### src/ptb_pkg.sv
package ptb_pkg;
    // Register word indices; byte address is four times the index
    localparam logic [5:0] IDX_CONTROL = 6'h00;
    localparam logic [5:0] IDX_STATUS = 6'h01;
    localparam logic [5:0] IDX_PHASE_EXT = 6'h02;
    localparam logic [5:0] IDX_PHASE = 6'h03;
    localparam logic [5:0] IDX_COUNTER = 6'h04;
    localparam logic [5:0] IDX_PERIOD = 6'h05;
    localparam logic [5:0] IDX_PERIOD_EXT = 6'h06;
    localparam logic [5:0] IDX_TRIP_SEL = 6'h10;
    localparam logic [5:0] IDX_TRIP_CTL = 6'h11;
    localparam logic [5:0] IDX_TRIP_FLAGS = 6'h12;
    localparam logic [5:0] IDX_EVT_SEL = 6'h13;
    localparam logic [5:0] IDX_EVT_FLAGS = 6'h14;
    localparam logic [5:0] IDX_DC_CTL = 6'h15;
    localparam logic [5:0] IDX_DC_CAPTURE = 6'h16;
    localparam logic [5:0] IDX_PERIOD_EXT_MIRROR = 6'h2A;
    localparam logic [5:0] IDX_PERIOD_MIRROR = 6'h2B;
    localparam logic [15:0] ZERO16 = 16'h0000;
    localparam logic [15:0] PERIOD_RESET = 16'hFFFF;
    // Control fields
    localparam int CTL_MODE_LO = 0;
    localparam int CTL_PHASE_EN = 2;
    localparam int CTL_SYNC_IN_EN = 3;
    localparam int CTL_SYNCO_LO = 4;
    localparam int CTL_SW_SYNC = 6;
    localparam int CTL_PHASE_DIR = 7;
    localparam int CTL_DIV_LO = 8;
    localparam int CTL_DIV_HI = 11;
    // Trip control fields
    localparam int TRC_A_LO = 0;
    localparam int TRC_B_LO = 2;
    localparam int TRC_INT_EN = 4;
    localparam int TRC_BYPASS = 5;
    // Event select fields
    localparam int ES_INT_LO = 0;
    localparam int ES_SOCA_LO = 4;
    localparam int ES_SOCB_LO = 8;
    localparam int ES_PRESC_LO = 12;
    // Digital compare fields
    localparam int DC_CMP_EN_LO = 0;
    localparam int DC_TRIP_EN_LO = 4;
    localparam int DC_FILT_CAP = 8;
    localparam int DC_FILT_BLANK = 9;
    localparam int DC_BLANK_LEN_LO = 10;
    typedef enum logic [1:0] {CNT_UP, CNT_DOWN, CNT_UPDOWN, CNT_FROZEN} ptb_mode_t;
    typedef enum logic [1:0] {TRIP_HIGH, TRIP_LOW, TRIP_HIZ, TRIP_IGNORE} ptb_trip_act_t;
    typedef enum logic [1:0] {SO_SYNC_IN, SO_ZERO, SO_COMPARE_B_VALUE, SO_NONE} ptb_synco_t;
endpackage

### src/ptb_time_base.sv
`timescale 1ns/1ns
`default_nettype none
module ptb_time_base import ptb_pkg::*; #(
    parameter int HAS_EXTENSION = 0,
    parameter int TRIP_COUNT = 3,
    parameter int COMP_COUNT = 2
) (
    input wire logic core_clk,
    input wire logic rst,
    input wire logic wb_cyc_i,
    input wire logic wb_stb_i,
    input wire logic wb_we_i,
    input wire logic [7:0] wb_adr_i,
    input wire logic [3:0] wb_sel_i,
    input wire logic [31:0] wb_dat_i,
    output logic [31:0] wb_dat_o,
    output logic wb_ack_o,
    input wire logic [15:0] compareBValue,
    input wire logic pwmInA,
    input wire logic pwmInB,
    input wire logic [TRIP_COUNT-1:0] tripInputs,
    input wire logic [COMP_COUNT-1:0] compOutputs,
    input wire logic syncChainIn,
    output logic syncChainOut,
    output logic pwmOutputA,
    output logic pwmOutputAEn,
    output logic pwmOutputB,
    output logic pwmOutputBEn,
    output logic counterAtZeroEvent,
    output logic counterAtPeriodEvent,
    output logic generalInterruptRequest,
    output logic tripInterruptRequest,
    output logic conversionStartA,
    output logic conversionStartB
);
    initial begin
        if (TRIP_COUNT < 1 || TRIP_COUNT > 4 || COMP_COUNT < 1 || COMP_COUNT > 4) begin
            $error("ptb_time_base: trip and comparator counts must be 1 to 4");
        end
    end

    function automatic logic [15:0] merge16(input logic [15:0] old, input logic [31:0] d,
                                            input logic [3:0] sel);
        merge16 = {sel[1] ? d[15:8] : old[15:8], sel[0] ? d[7:0] : old[7:0]};
    endfunction

    logic [15:0] control_reg, phase_reg, counter_reg, period_reg, phaseExt_reg, periodExt_reg;
    logic [15:0] tripSel_reg, tripCtl_reg, evtSel_reg, dcCtl_reg, dcCapture_reg;
    logic [3:0] divCount_reg;
    logic tick_reg, countDown_reg, syncPending_reg;
    logic [3:0] oneShot_reg;
    logic cbcTrip_reg, tripFlag_reg, dcEvent_reg;
    logic [7:0] blankCount_reg;
    logic [2:0] evtFlags_reg;
    logic [3:0] evtFlagsView;
    logic busWrite, busRead;
    logic [5:0] wordIdx;
    logic syncAccepted, atZero, atPeriod, tripActive, dcRaw, dcFiltered;
    logic intPulse, socAPulse, socBPulse, intFire, socAFire, socBFire;
    logic [3:0] tripWide, compWide;
    ptb_mode_t mode;

    assign wordIdx = wb_adr_i[7:2];
    // Write lands at the edge where the master samples ack high
    assign busWrite = wb_cyc_i && wb_stb_i && wb_we_i && wb_ack_o;
    assign busRead = wb_cyc_i && wb_stb_i && !wb_we_i && !wb_ack_o;
    assign mode = ptb_mode_t'(control_reg[CTL_MODE_LO +: 2]);
    assign atZero = (counter_reg == ZERO16);
    assign atPeriod = (counter_reg == period_reg);
    assign syncAccepted = (syncChainIn && control_reg[CTL_SYNC_IN_EN]) ||
                          (busWrite && wordIdx == IDX_CONTROL && wb_sel_i[0] &&
                           wb_dat_i[CTL_SW_SYNC]);
    assign tripWide = 4'(tripInputs);
    assign compWide = 4'(compOutputs);

    // Wishbone slave, registered ack one cycle after strobe
    always_ff @(posedge core_clk or posedge rst) begin
        if (rst) begin
            wb_ack_o <= 1'b0;
        end else begin
            wb_ack_o <= wb_cyc_i && wb_stb_i && !wb_ack_o;
        end
    end

    always_ff @(posedge core_clk or posedge rst) begin
        if (rst) begin
            wb_dat_o <= 32'h00000000;
        end else if (busRead) begin
            case (wordIdx)
                IDX_CONTROL: wb_dat_o <= {16'h0000, control_reg & 16'hFFBF};
                IDX_STATUS: wb_dat_o <= {30'h00000000, atPeriod, countDown_reg};
                IDX_PHASE: wb_dat_o <= {16'h0000, phase_reg};
                IDX_COUNTER: wb_dat_o <= {16'h0000, counter_reg};
                IDX_PERIOD, IDX_PERIOD_MIRROR: wb_dat_o <= {16'h0000, period_reg};
                IDX_PHASE_EXT: wb_dat_o <= HAS_EXTENSION != 0 ? {16'h0000, phaseExt_reg} : 32'h0;
                IDX_PERIOD_EXT, IDX_PERIOD_EXT_MIRROR:
                    wb_dat_o <= HAS_EXTENSION != 0 ? {16'h0000, periodExt_reg} : 32'h0;
                IDX_TRIP_SEL: wb_dat_o <= {16'h0000, tripSel_reg};
                IDX_TRIP_CTL: wb_dat_o <= {16'h0000, tripCtl_reg};
                IDX_TRIP_FLAGS: wb_dat_o <= {26'h0, oneShot_reg, cbcTrip_reg, tripFlag_reg};
                IDX_EVT_SEL: wb_dat_o <= {16'h0000, evtSel_reg};
                IDX_EVT_FLAGS: wb_dat_o <= {28'h0, evtFlagsView};
                IDX_DC_CTL: wb_dat_o <= {16'h0000, dcCtl_reg};
                IDX_DC_CAPTURE: wb_dat_o <= {15'h0000, dcEvent_reg, dcCapture_reg};
                default: wb_dat_o <= 32'h00000000;
            endcase
        end
    end
    assign evtFlagsView = {1'b0, evtFlags_reg};

    // Configuration registers
    always_ff @(posedge core_clk or posedge rst) begin
        if (rst) begin
            control_reg <= 16'h0003;
            phase_reg <= ZERO16;
            phaseExt_reg <= ZERO16;
            periodExt_reg <= ZERO16;
            tripSel_reg <= ZERO16;
            tripCtl_reg <= 16'h000F;
            evtSel_reg <= ZERO16;
            dcCtl_reg <= ZERO16;
        end else if (busWrite) begin
            case (wordIdx)
                IDX_CONTROL: control_reg <= merge16(control_reg, wb_dat_i, wb_sel_i);
                IDX_PHASE: phase_reg <= merge16(phase_reg, wb_dat_i, wb_sel_i);
                IDX_PHASE_EXT: phaseExt_reg <= merge16(phaseExt_reg, wb_dat_i, wb_sel_i);
                IDX_PERIOD_EXT, IDX_PERIOD_EXT_MIRROR:
                    periodExt_reg <= merge16(periodExt_reg, wb_dat_i, wb_sel_i);
                IDX_TRIP_SEL: tripSel_reg <= merge16(tripSel_reg, wb_dat_i, wb_sel_i);
                IDX_TRIP_CTL: tripCtl_reg <= merge16(tripCtl_reg, wb_dat_i, wb_sel_i);
                IDX_EVT_SEL: evtSel_reg <= merge16(evtSel_reg, wb_dat_i, wb_sel_i);
                IDX_DC_CTL: dcCtl_reg <= merge16(dcCtl_reg, wb_dat_i, wb_sel_i);
                default: ;
            endcase
        end
    end

    always_ff @(posedge core_clk or posedge rst) begin
        if (rst) begin
            period_reg <= PERIOD_RESET;
        end else if (busWrite && (wordIdx == IDX_PERIOD || wordIdx == IDX_PERIOD_MIRROR)) begin
            period_reg <= merge16(period_reg, wb_dat_i, wb_sel_i);
        end
    end

    always_ff @(posedge core_clk or posedge rst) begin
        if (rst) begin
            divCount_reg <= 4'h0;
            tick_reg <= 1'b0;
        end else if (divCount_reg >= control_reg[CTL_DIV_HI:CTL_DIV_LO]) begin
            divCount_reg <= 4'h0;
            tick_reg <= 1'b1;
        end else begin
            divCount_reg <= divCount_reg + 4'h1;
            tick_reg <= 1'b0;
        end
    end

    always_ff @(posedge core_clk or posedge rst) begin
        if (rst) begin
            syncPending_reg <= 1'b0;
        end else if (syncAccepted) begin
            syncPending_reg <= 1'b1;
        end else if (tick_reg) begin
            syncPending_reg <= 1'b0;
        end
    end

    always_ff @(posedge core_clk or posedge rst) begin
        if (rst) begin
            counter_reg <= ZERO16;
            countDown_reg <= 1'b0;
        end else if (busWrite && wordIdx == IDX_COUNTER) begin
            counter_reg <= merge16(counter_reg, wb_dat_i, wb_sel_i);
        end else if (tick_reg) begin
            if ((syncPending_reg || syncAccepted) && control_reg[CTL_PHASE_EN]) begin
                counter_reg <= phase_reg;
                countDown_reg <= control_reg[CTL_PHASE_DIR];
            end else begin
                case (mode)
                    CNT_UP: begin
                        countDown_reg <= 1'b0;
                        counter_reg <= atPeriod ? ZERO16 : counter_reg + 16'h0001;
                    end
                    CNT_DOWN: begin
                        countDown_reg <= 1'b1;
                        counter_reg <= atZero ? period_reg : counter_reg - 16'h0001;
                    end
                    CNT_UPDOWN: begin
                        if (!countDown_reg && atPeriod) begin
                            countDown_reg <= 1'b1;
                            counter_reg <= counter_reg - 16'h0001;
                        end else if (countDown_reg && atZero) begin
                            countDown_reg <= 1'b0;
                            counter_reg <= counter_reg + 16'h0001;
                        end else if (countDown_reg) begin
                            counter_reg <= counter_reg - 16'h0001;
                        end else begin
                            counter_reg <= counter_reg + 16'h0001;
                        end
                    end
                    default: ;
                endcase
            end
        end
    end

    // Event outputs, one pulse per tick
    always_ff @(posedge core_clk or posedge rst) begin
        if (rst) begin
            counterAtZeroEvent <= 1'b0;
            counterAtPeriodEvent <= 1'b0;
        end else begin
            counterAtZeroEvent <= tick_reg && atZero;
            counterAtPeriodEvent <= tick_reg && atPeriod;
        end
    end

    always_ff @(posedge core_clk or posedge rst) begin
        if (rst) begin
            syncChainOut <= 1'b0;
        end else begin
            case (ptb_synco_t'(control_reg[CTL_SYNCO_LO +: 2]))
                SO_SYNC_IN: syncChainOut <= syncAccepted;
                SO_ZERO: syncChainOut <= tick_reg && atZero;
                SO_COMPARE_B_VALUE: syncChainOut <= tick_reg && counter_reg == compareBValue;
                default: syncChainOut <= 1'b0;
            endcase
        end
    end

    // compare event from comparators and trips
    assign dcRaw = |(compWide & dcCtl_reg[DC_CMP_EN_LO +: 4]) |
                   |(tripWide & dcCtl_reg[DC_TRIP_EN_LO +: 4]);
    assign dcFiltered = dcRaw && !(dcCtl_reg[DC_FILT_BLANK] && blankCount_reg != 8'h00);

    always_ff @(posedge core_clk or posedge rst) begin
        if (rst) begin
            blankCount_reg <= 8'h00;
            dcCapture_reg <= ZERO16;
            dcEvent_reg <= 1'b0;
        end else begin
            if (tick_reg && atZero) begin
                blankCount_reg <= dcCtl_reg[DC_BLANK_LEN_LO +: 6] == 6'h00 ? 8'h00 :
                                  {2'h0, dcCtl_reg[DC_BLANK_LEN_LO +: 6]};
            end else if (tick_reg && blankCount_reg != 8'h00) begin
                blankCount_reg <= blankCount_reg - 8'h01;
            end
            dcEvent_reg <= dcFiltered;
            if (dcFiltered && !dcEvent_reg && dcCtl_reg[DC_FILT_CAP]) begin
                dcCapture_reg <= counter_reg;
            end
        end
    end

    always_ff @(posedge core_clk or posedge rst) begin
        if (rst) begin
            oneShot_reg <= 4'h0;
            cbcTrip_reg <= 1'b0;
            tripFlag_reg <= 1'b0;
        end else begin
            if (busWrite && wordIdx == IDX_TRIP_FLAGS && wb_sel_i[0]) begin
                oneShot_reg <= (oneShot_reg & ~wb_dat_i[5:2]) | (tripWide & tripSel_reg[3:0]);
                tripFlag_reg <= (tripFlag_reg & ~wb_dat_i[0]) | tripActive;
            end else begin
                oneShot_reg <= oneShot_reg | (tripWide & tripSel_reg[3:0]);
                tripFlag_reg <= tripFlag_reg | tripActive;
            end
            if ((tripWide & tripSel_reg[7:4]) != 4'h0 || (dcEvent_reg && tripSel_reg[8])) begin
                cbcTrip_reg <= 1'b1;
            end else if (tick_reg && atZero) begin
                cbcTrip_reg <= 1'b0;
            end
        end
    end
    assign tripActive = (oneShot_reg != 4'h0) || cbcTrip_reg;

    always_ff @(posedge core_clk or posedge rst) begin
        if (rst) begin
            pwmOutputA <= 1'b0;
            pwmOutputAEn <= 1'b1;
            pwmOutputB <= 1'b0;
            pwmOutputBEn <= 1'b1;
        end else begin
            pwmOutputA <= pwmInA;
            pwmOutputAEn <= 1'b1;
            pwmOutputB <= pwmInB;
            pwmOutputBEn <= 1'b1;
            if (tripActive && !tripCtl_reg[TRC_BYPASS]) begin
                case (ptb_trip_act_t'(tripCtl_reg[TRC_A_LO +: 2]))
                    TRIP_HIGH: pwmOutputA <= 1'b1;
                    TRIP_LOW: pwmOutputA <= 1'b0;
                    TRIP_HIZ: pwmOutputAEn <= 1'b0;
                    default: ;
                endcase
                case (ptb_trip_act_t'(tripCtl_reg[TRC_B_LO +: 2]))
                    TRIP_HIGH: pwmOutputB <= 1'b1;
                    TRIP_LOW: pwmOutputB <= 1'b0;
                    TRIP_HIZ: pwmOutputBEn <= 1'b0;
                    default: ;
                endcase
            end
        end
    end

    always_ff @(posedge core_clk or posedge rst) begin
        if (rst) begin
            tripInterruptRequest <= 1'b0;
        end else begin
            tripInterruptRequest <= tripFlag_reg && tripCtl_reg[TRC_INT_EN];
        end
    end

    function automatic logic evtPick(input logic [3:0] sel, input logic z, input logic p);
        evtPick = (sel[0] && z) || (sel[1] && p) || (sel[2] && (z || p));
    endfunction
    assign intPulse = evtSel_reg[ES_INT_LO + 3] && evtPick(evtSel_reg[ES_INT_LO +: 4],
                      counterAtZeroEvent, counterAtPeriodEvent);
    assign socAPulse = evtSel_reg[ES_SOCA_LO + 3] && evtPick(evtSel_reg[ES_SOCA_LO +: 4],
                       counterAtZeroEvent, counterAtPeriodEvent);
    assign socBPulse = evtSel_reg[ES_SOCB_LO + 3] && evtPick(evtSel_reg[ES_SOCB_LO +: 4],
                       counterAtZeroEvent, counterAtPeriodEvent);

    ptb_event_prescale uIntPre (.core_clk(core_clk), .rst(rst), .eventIn(intPulse),
        .rate(evtSel_reg[ES_PRESC_LO +: 2]), .fire(intFire));
    ptb_event_prescale uSocAPre (.core_clk(core_clk), .rst(rst), .eventIn(socAPulse),
        .rate(evtSel_reg[ES_PRESC_LO +: 2]), .fire(socAFire));
    ptb_event_prescale uSocBPre (.core_clk(core_clk), .rst(rst), .eventIn(socBPulse),
        .rate(evtSel_reg[ES_PRESC_LO +: 2]), .fire(socBFire));

    // set wins over clear, force set
    always_ff @(posedge core_clk or posedge rst) begin
        if (rst) begin
            evtFlags_reg <= 3'h0;
        end else if (busWrite && wordIdx == IDX_EVT_FLAGS && wb_sel_i[0]) begin
            evtFlags_reg <= ((evtFlags_reg & ~wb_dat_i[2:0]) | wb_dat_i[6:4]) |
                            {socBFire, socAFire, intFire};
        end else begin
            evtFlags_reg <= evtFlags_reg | {socBFire, socAFire, intFire};
        end
    end

    always_ff @(posedge core_clk or posedge rst) begin
        if (rst) begin
            generalInterruptRequest <= 1'b0;
            conversionStartA <= 1'b0;
            conversionStartB <= 1'b0;
        end else begin
            generalInterruptRequest <= evtFlags_reg[0];
            conversionStartA <= socAFire;
            conversionStartB <= socBFire;
        end
    end

    a_period_event: assert property (@(posedge core_clk) disable iff (rst)
        (tick_reg && atPeriod) |=> counterAtPeriodEvent)
        else $error("period event missing");
    a_zero_event: assert property (@(posedge core_clk) disable iff (rst)
        (tick_reg && atZero) |=> counterAtZeroEvent)
        else $error("zero event missing");
    a_bypass_pass: assert property (@(posedge core_clk) disable iff (rst)
        tripCtl_reg[TRC_BYPASS] && $stable(tripCtl_reg) |=> pwmOutputA == $past(pwmInA))
        else $error("bypass altered output");
    a_phase_load: assert property (@(posedge core_clk) disable iff (rst)
        (tick_reg && syncPending_reg && control_reg[CTL_PHASE_EN] && !busWrite)
        |=> counter_reg == $past(phase_reg))
        else $error("phase not loaded");
    a_trip_irq: assert property (@(posedge core_clk) disable iff (rst)
        !tripCtl_reg[TRC_INT_EN] |=> !tripInterruptRequest)
        else $error("trip interrupt while disabled");
    a_oneshot_hold: assert property (@(posedge core_clk) disable iff (rst)
        (oneShot_reg != 4'h0 && !busWrite) |=> oneShot_reg != 4'h0)
        else $error("one-shot trip released");
    a_up_count: assert property (@(posedge core_clk) disable iff (rst)
        (tick_reg && mode == CNT_UP && !atPeriod && !syncAccepted && !syncPending_reg
         && !busWrite) |=> counter_reg == $past(counter_reg) + 16'h0001)
        else $error("up count wrong");
    a_synco_none: assert property (@(posedge core_clk) disable iff (rst)
        control_reg[CTL_SYNCO_LO +: 2] == 2'h3 ##1 control_reg[CTL_SYNCO_LO +: 2] == 2'h3
        |-> !syncChainOut)
        else $error("sync out with none selected");
endmodule // ptb_time_base
`default_nettype wire

### src/ptb_event_prescale.sv
`timescale 1ns/1ns
`default_nettype none
module ptb_event_prescale import ptb_pkg::*; (
    input wire logic core_clk,
    input wire logic rst,
    input wire logic eventIn,
    input wire logic [1:0] rate,
    output logic fire
);
    logic [1:0] count_reg;
    always_ff @(posedge core_clk or posedge rst) begin
        if (rst) begin
            count_reg <= 2'h0;
            fire <= 1'b0;
        end else begin
            fire <= 1'b0;
            if (rate == 2'h0) begin
                count_reg <= 2'h0;
            end else if (eventIn) begin
                if (count_reg >= rate - 2'h1) begin
                    count_reg <= 2'h0;
                    fire <= 1'b1;
                end else begin
                    count_reg <= count_reg + 2'h1;
                end
            end
        end
    end
endmodule // ptb_event_prescale
`default_nettype wire

### config.mk
export PLATFORM = sky130hd
export DESIGN_NAME = ptb_time_base
export DESIGN_NICKNAME = d
export VERILOG_FILES = /design/src/ptb_pkg.sv /design/src/ptb_time_base.sv /design/src/ptb_event_prescale.sv
export SDC_FILE = /design/constraint.sdc
export NUM_CORES = 1
export LEC_CHECK = 0
export BUFFER_PORTS_ARGS = -buffer_cell sky130_fd_sc_hd__buf_2
export CAP_MARGIN = 15
export CELL_PAD_IN_SITES_DETAIL_PLACEMENT = 0
export CELL_PAD_IN_SITES_GLOBAL_PLACEMENT = 1
export CORE_ASPECT_RATIO = 0.6
export CORE_MARGIN = 2
export CORE_UTILIZATION = 40
export CTS_CLUSTER_DIAMETER = 40
export CTS_CLUSTER_SIZE = 30
export DETAILED_ROUTE_END_ITERATION = 10
export PLACE_DENSITY = 0.68
export SLEW_MARGIN = 20
export SYNTH_ARGS = -nofsm -noshare
export SYNTH_HDL_FRONTEND = slang
export SYNTH_SLANG_ARGS = --single-unit
### constraint.sdc
create_clock -name core_clk -period 15.9 [get_ports core_clk]
set_clock_uncertainty 0.2 [all_clocks]
set_input_delay 0.795 -clock core_clk [delete_from_list [all_inputs] [get_ports core_clk]]
set_output_delay 0.795 -clock core_clk [all_outputs]
set_load 0.02 [all_outputs]
==> flow_metrics.env <==
export IMPL_outcome="finished clean"
export IMPL_cts_resized=0
export IMPL_largest_reg_flops=17
export IMPL_clkPwrFrac_pct=39.2
export IMPL_final_nets=1210
export IMPL_synth_compound_area_share_pct=14.3
export IMPL_grt_pass1_wl_um=54500
export IMPL_syn_inst=1063
export IMPL_period_share_pct=23.4
export IMPL_hp_class="in -> async"
export IMPL_start_util_pct=40.6
export IMPL_period_minus_slack_ps=3720
export IMPL_critical_path_class="reg -> reg"
export IMPL_post_synth_xor_area_fraction_pct=4.77
export IMPL_crit_family="simple AND/OR/NAND/NOR gates"
export IMPL_grt_pass1_vias=8579
export IMPL_vias_per_cell=5.92
export IMPL_antenna_found_initial=0
export IMPL_ys_warnings_count=0
export IMPL_dp_hpwl_um=26000
export IMPL_syn_area_per_cell_sq_um=10.5
export IMPL_worstMarginPinSlew_ps=1190
export IMPL_die_area_sq_mm=0.0293
export IMPL_p_sw_w=0.000483
export IMPL_clock_path_buffers=3
export IMPL_pwr_share_seq_pct=44.4
export IMPL_drc=0
export IMPL_max_stage_delay_ps=600
export IMPL_rsz0062_at_grt="no"
export IMPL_async_flop_share_pct=100
export IMPL_postCtsSetupRepairBufs=0
export IMPL_layout_cells_non_filler=1503
export IMPL_startpoint_type="flip-flop"
export IMPL_synth_mux_area_share_pct=13.9
export IMPL_ioPinCount=117
export IMPL_cts_buffers=25
export IMPL_cp_required_ps=16090
export IMPL_max_freq_ghz=0.269
export IMPL_yosys_area_share_simple_pct=14.2
export IMPL_core_sq_mm=0.0275
export IMPL_cp_end_kind="flip-flop"
export IMPL_ys_seq_area_share_pct=46.4
export IMPL_drv_cap=0
export IMPL_largest_register="wb_dat_o"
export IMPL_final_hold_violation_count=0
export IMPL_syn_to_final_growth_pct=13.0
export IMPL_place_area_sq_mm=0.0118
export IMPL_via_count=8900
export IMPL_fin_setup_tns_ps=0
export IMPL_synth_top_family_by_area="compound AO/OA/AOI/OAI gates"
export IMPL_cellInternalPower_w=0.000981
export IMPL_drive_gt1_share_pct=26.4
export IMPL_hold_slack_ps=144
export IMPL_crit_start="counter_reg[0]$_DFFE_PP0P_"
export IMPL_synth_area_sq_mm=0.0112
export IMPL_cts_root_buf="clkbuf_16"
export IMPL_setup_slack_ps=12180
export IMPL_track_usage_pct=24.7
export IMPL_avgRoutedWirePerCell_um=23.8
export IMPL_p_leak_nw=5.68
export IMPL_p_per_area_mw_per_mm2=116
export IMPL_dieHeight_um=134
export IMPL_dieWidth_um=220
export IMPL_ys_top_cells_by_area="dfrtp_1, mux2_2, dfstp_2"
export IMPL_slowest_stage="and4_1"
export IMPL_ir_worst_vdd_mv=0.0722
export IMPL_grt_max_degree=83
export IMPL_clkTransAtPathRegs_ps=60
export IMPL_arrival_ps=3910
export IMPL_ctsHoldBuffers=0
export IMPL_port_buffers=81
export IMPL_drv_slew=0
export IMPL_cts_htree_levels=1
export IMPL_overflow=0
export IMPL_gp_congestion=0.872
export IMPL_p_comb_share_pct=16.4
export IMPL_antennaDiodeCount=0
export IMPL_ys_types=80
export IMPL_dr_pass1_iters=5
export IMPL_fin_area_sq_mm=0.0126
export IMPL_clkLatencyLatePin_ps=540
export IMPL_tritoncts="yes"
export IMPL_slew_headroom_pct=20.1
export IMPL_crit_chain="inv_1, ha_1, nor4b_1, and4_1, nor2_1, a31oi_4, nor2_4, a221oi_1, a22oi_1"
export IMPL_drt_iter0_drc=863
export IMPL_std_cell_rows=47
export IMPL_yosys_area_top_type="dfrtp_1"
export IMPL_wl_um=35800
export IMPL_drtAntennaViolNets=0
export IMPL_synth_top_flop_cell="dfrtp_1"
export IMPL_dpl_cell_count=1457
export IMPL_setup_viol=0
export IMPL_place_ws_ps=11920
export IMPL_synthAdderAreaFrac_pct=2.13
export IMPL_cts_sink_count=206
export IMPL_swShare_pct=33.0
export IMPL_crit_buf_inv=1
export IMPL_crit_fanout=12
export IMPL_reg2reg_from="counter_reg[0]$_DFFE_PP0P_"
export IMPL_synth_top_cell_area_share_pct=40.7
export IMPL_synth_edf_count=0
export IMPL_synth_seq_cells=206
[layout by cell type (no fill, tap or decap), types with 10 or more instances in the layout]
| cell type | n |
|---|---|
| dfrtp_1 | 182 |
| mux2_2 | 119 |
| nand2_1 | 101 |
| buf_2 | 81 |
| nor2_1 | 79 |
| a21oi_1 | 47 |
| xnor2_1 | 36 |
| o21ai_0 | 30 |
| inv_1 | 26 |
| clkbuf_16 | 25 |
| dfstp_2 | 24 |
| xor2_1 | 23 |
| nand3_1 | 22 |
| a222oi_1 | 21 |
| o21ai_1 | 19 |
| ha_1 | 19 |
| a221oi_1 | 17 |
| nor3_1 | 16 |
| a22oi_1 | 16 |
| conb_1 | 15 |
| nand4_1 | 13 |
| a211oi_1 | 13 |
| mux2_1 | 12 |
| a22o_1 | 11 |
| a31oi_1 | 10 |
[path summary, 6_finish.rpt]
kind                                                    to  slack (ps)  cells past startpoint
worst max register to register  counter_reg[8]$_DFFE_PP0P_       12180                      9
max in group asynchronous        dcCtl_reg[12]$_DFFE_PP0P_       14000                      3
worst min-delay path                  pwmOutputB$_DFF_PP0_         140                      2
worst min register to register  conversionStartA$_DFF_PP0_         210                      0
worst max-delay path            counter_reg[8]$_DFFE_PP0P_       12180                      9
min in group core_clk           conversionStartA$_DFF_PP0_         210                      0
[synthesized netlist by cell type, types with 12 or more instances]
master,number
nor3_1,17
a22oi_1,16
o21ai_0,30
dfstp_2,24
dfrtp_1,182
xor2_1,23
o21ai_1,19
a21oi_1,47
nand2_1,101
buf_4,16
mux2_2,119
nor2_1,80
nand3_1,22
ha_1,19
a222oi_1,21
buf_2,18
clkbuf_1,36
nand4_1,13
mux2_1,12
xnor2_1,36
a211oi_1,13
a221oi_1,17
inv_1,27
[per-stage QoR]
step	util [%]	power, W
after floorplan	-	0.000817
after global placement	42.9	0.000893
after detailed placement	42.9	0.000897
after CTS	45.8	0.00147
after global routing	45.9	0.00153
final	45.9	0.00146
[metal layers]
metal	vias to the layer above	wire length [um]	track usage [%]
met5	-	0	0.333
li1	3985	-	-
met1	4493	17400	39.1
met3	59	2860	4.98
met4	0	818	5.56
met2	363	14700	34.4
[power groups by stage]
| stage | Combinational, W | Clock (W) | Sequential, W |
|---|---|---|---|
| 2_1_floorplan | 0.000210 | 0 | 0.000607 |
| 3_3_place_gp | 0.000235 | 0 | 0.000658 |
| 3_5_place_dp | 0.000238 | 0 | 0.000659 |
| 4_1_cts | 0.000240 | 0.000582 | 0.000650 |
| 5_1_grt | 0.000266 | 0.000604 | 0.000657 |
| 6_report | 0.000241 | 0.000574 | 0.000651 |
[area by class of cell]
class                           count  area, sq um
Clock buffer                       29          651
Clock inverter                     16          166
Fill cell                        2659        14900
Inverter                           27          109
Multi-Input combinational cell    767         5580
Sequential cell                   206         5180
Tap cell                          367          459
Timing Repair Buffer               91          484
[cell families (layout without fill, tap and decap cells)]
kind of cell / count (synthesis) / in the layout
AO/OA/AOI/OAI: 226 / 226
XOR/XNOR: 60 / 60
adder cells (fa/ha/maj): 19 / 19
buffers and inverters: 104 / 163
flip-flops: 206 / 206
multiplexers: 138 / 138
other: 1 / 15
AND/OR/NAND/NOR: 309 / 309
Power figures use the tool's default switching activity.
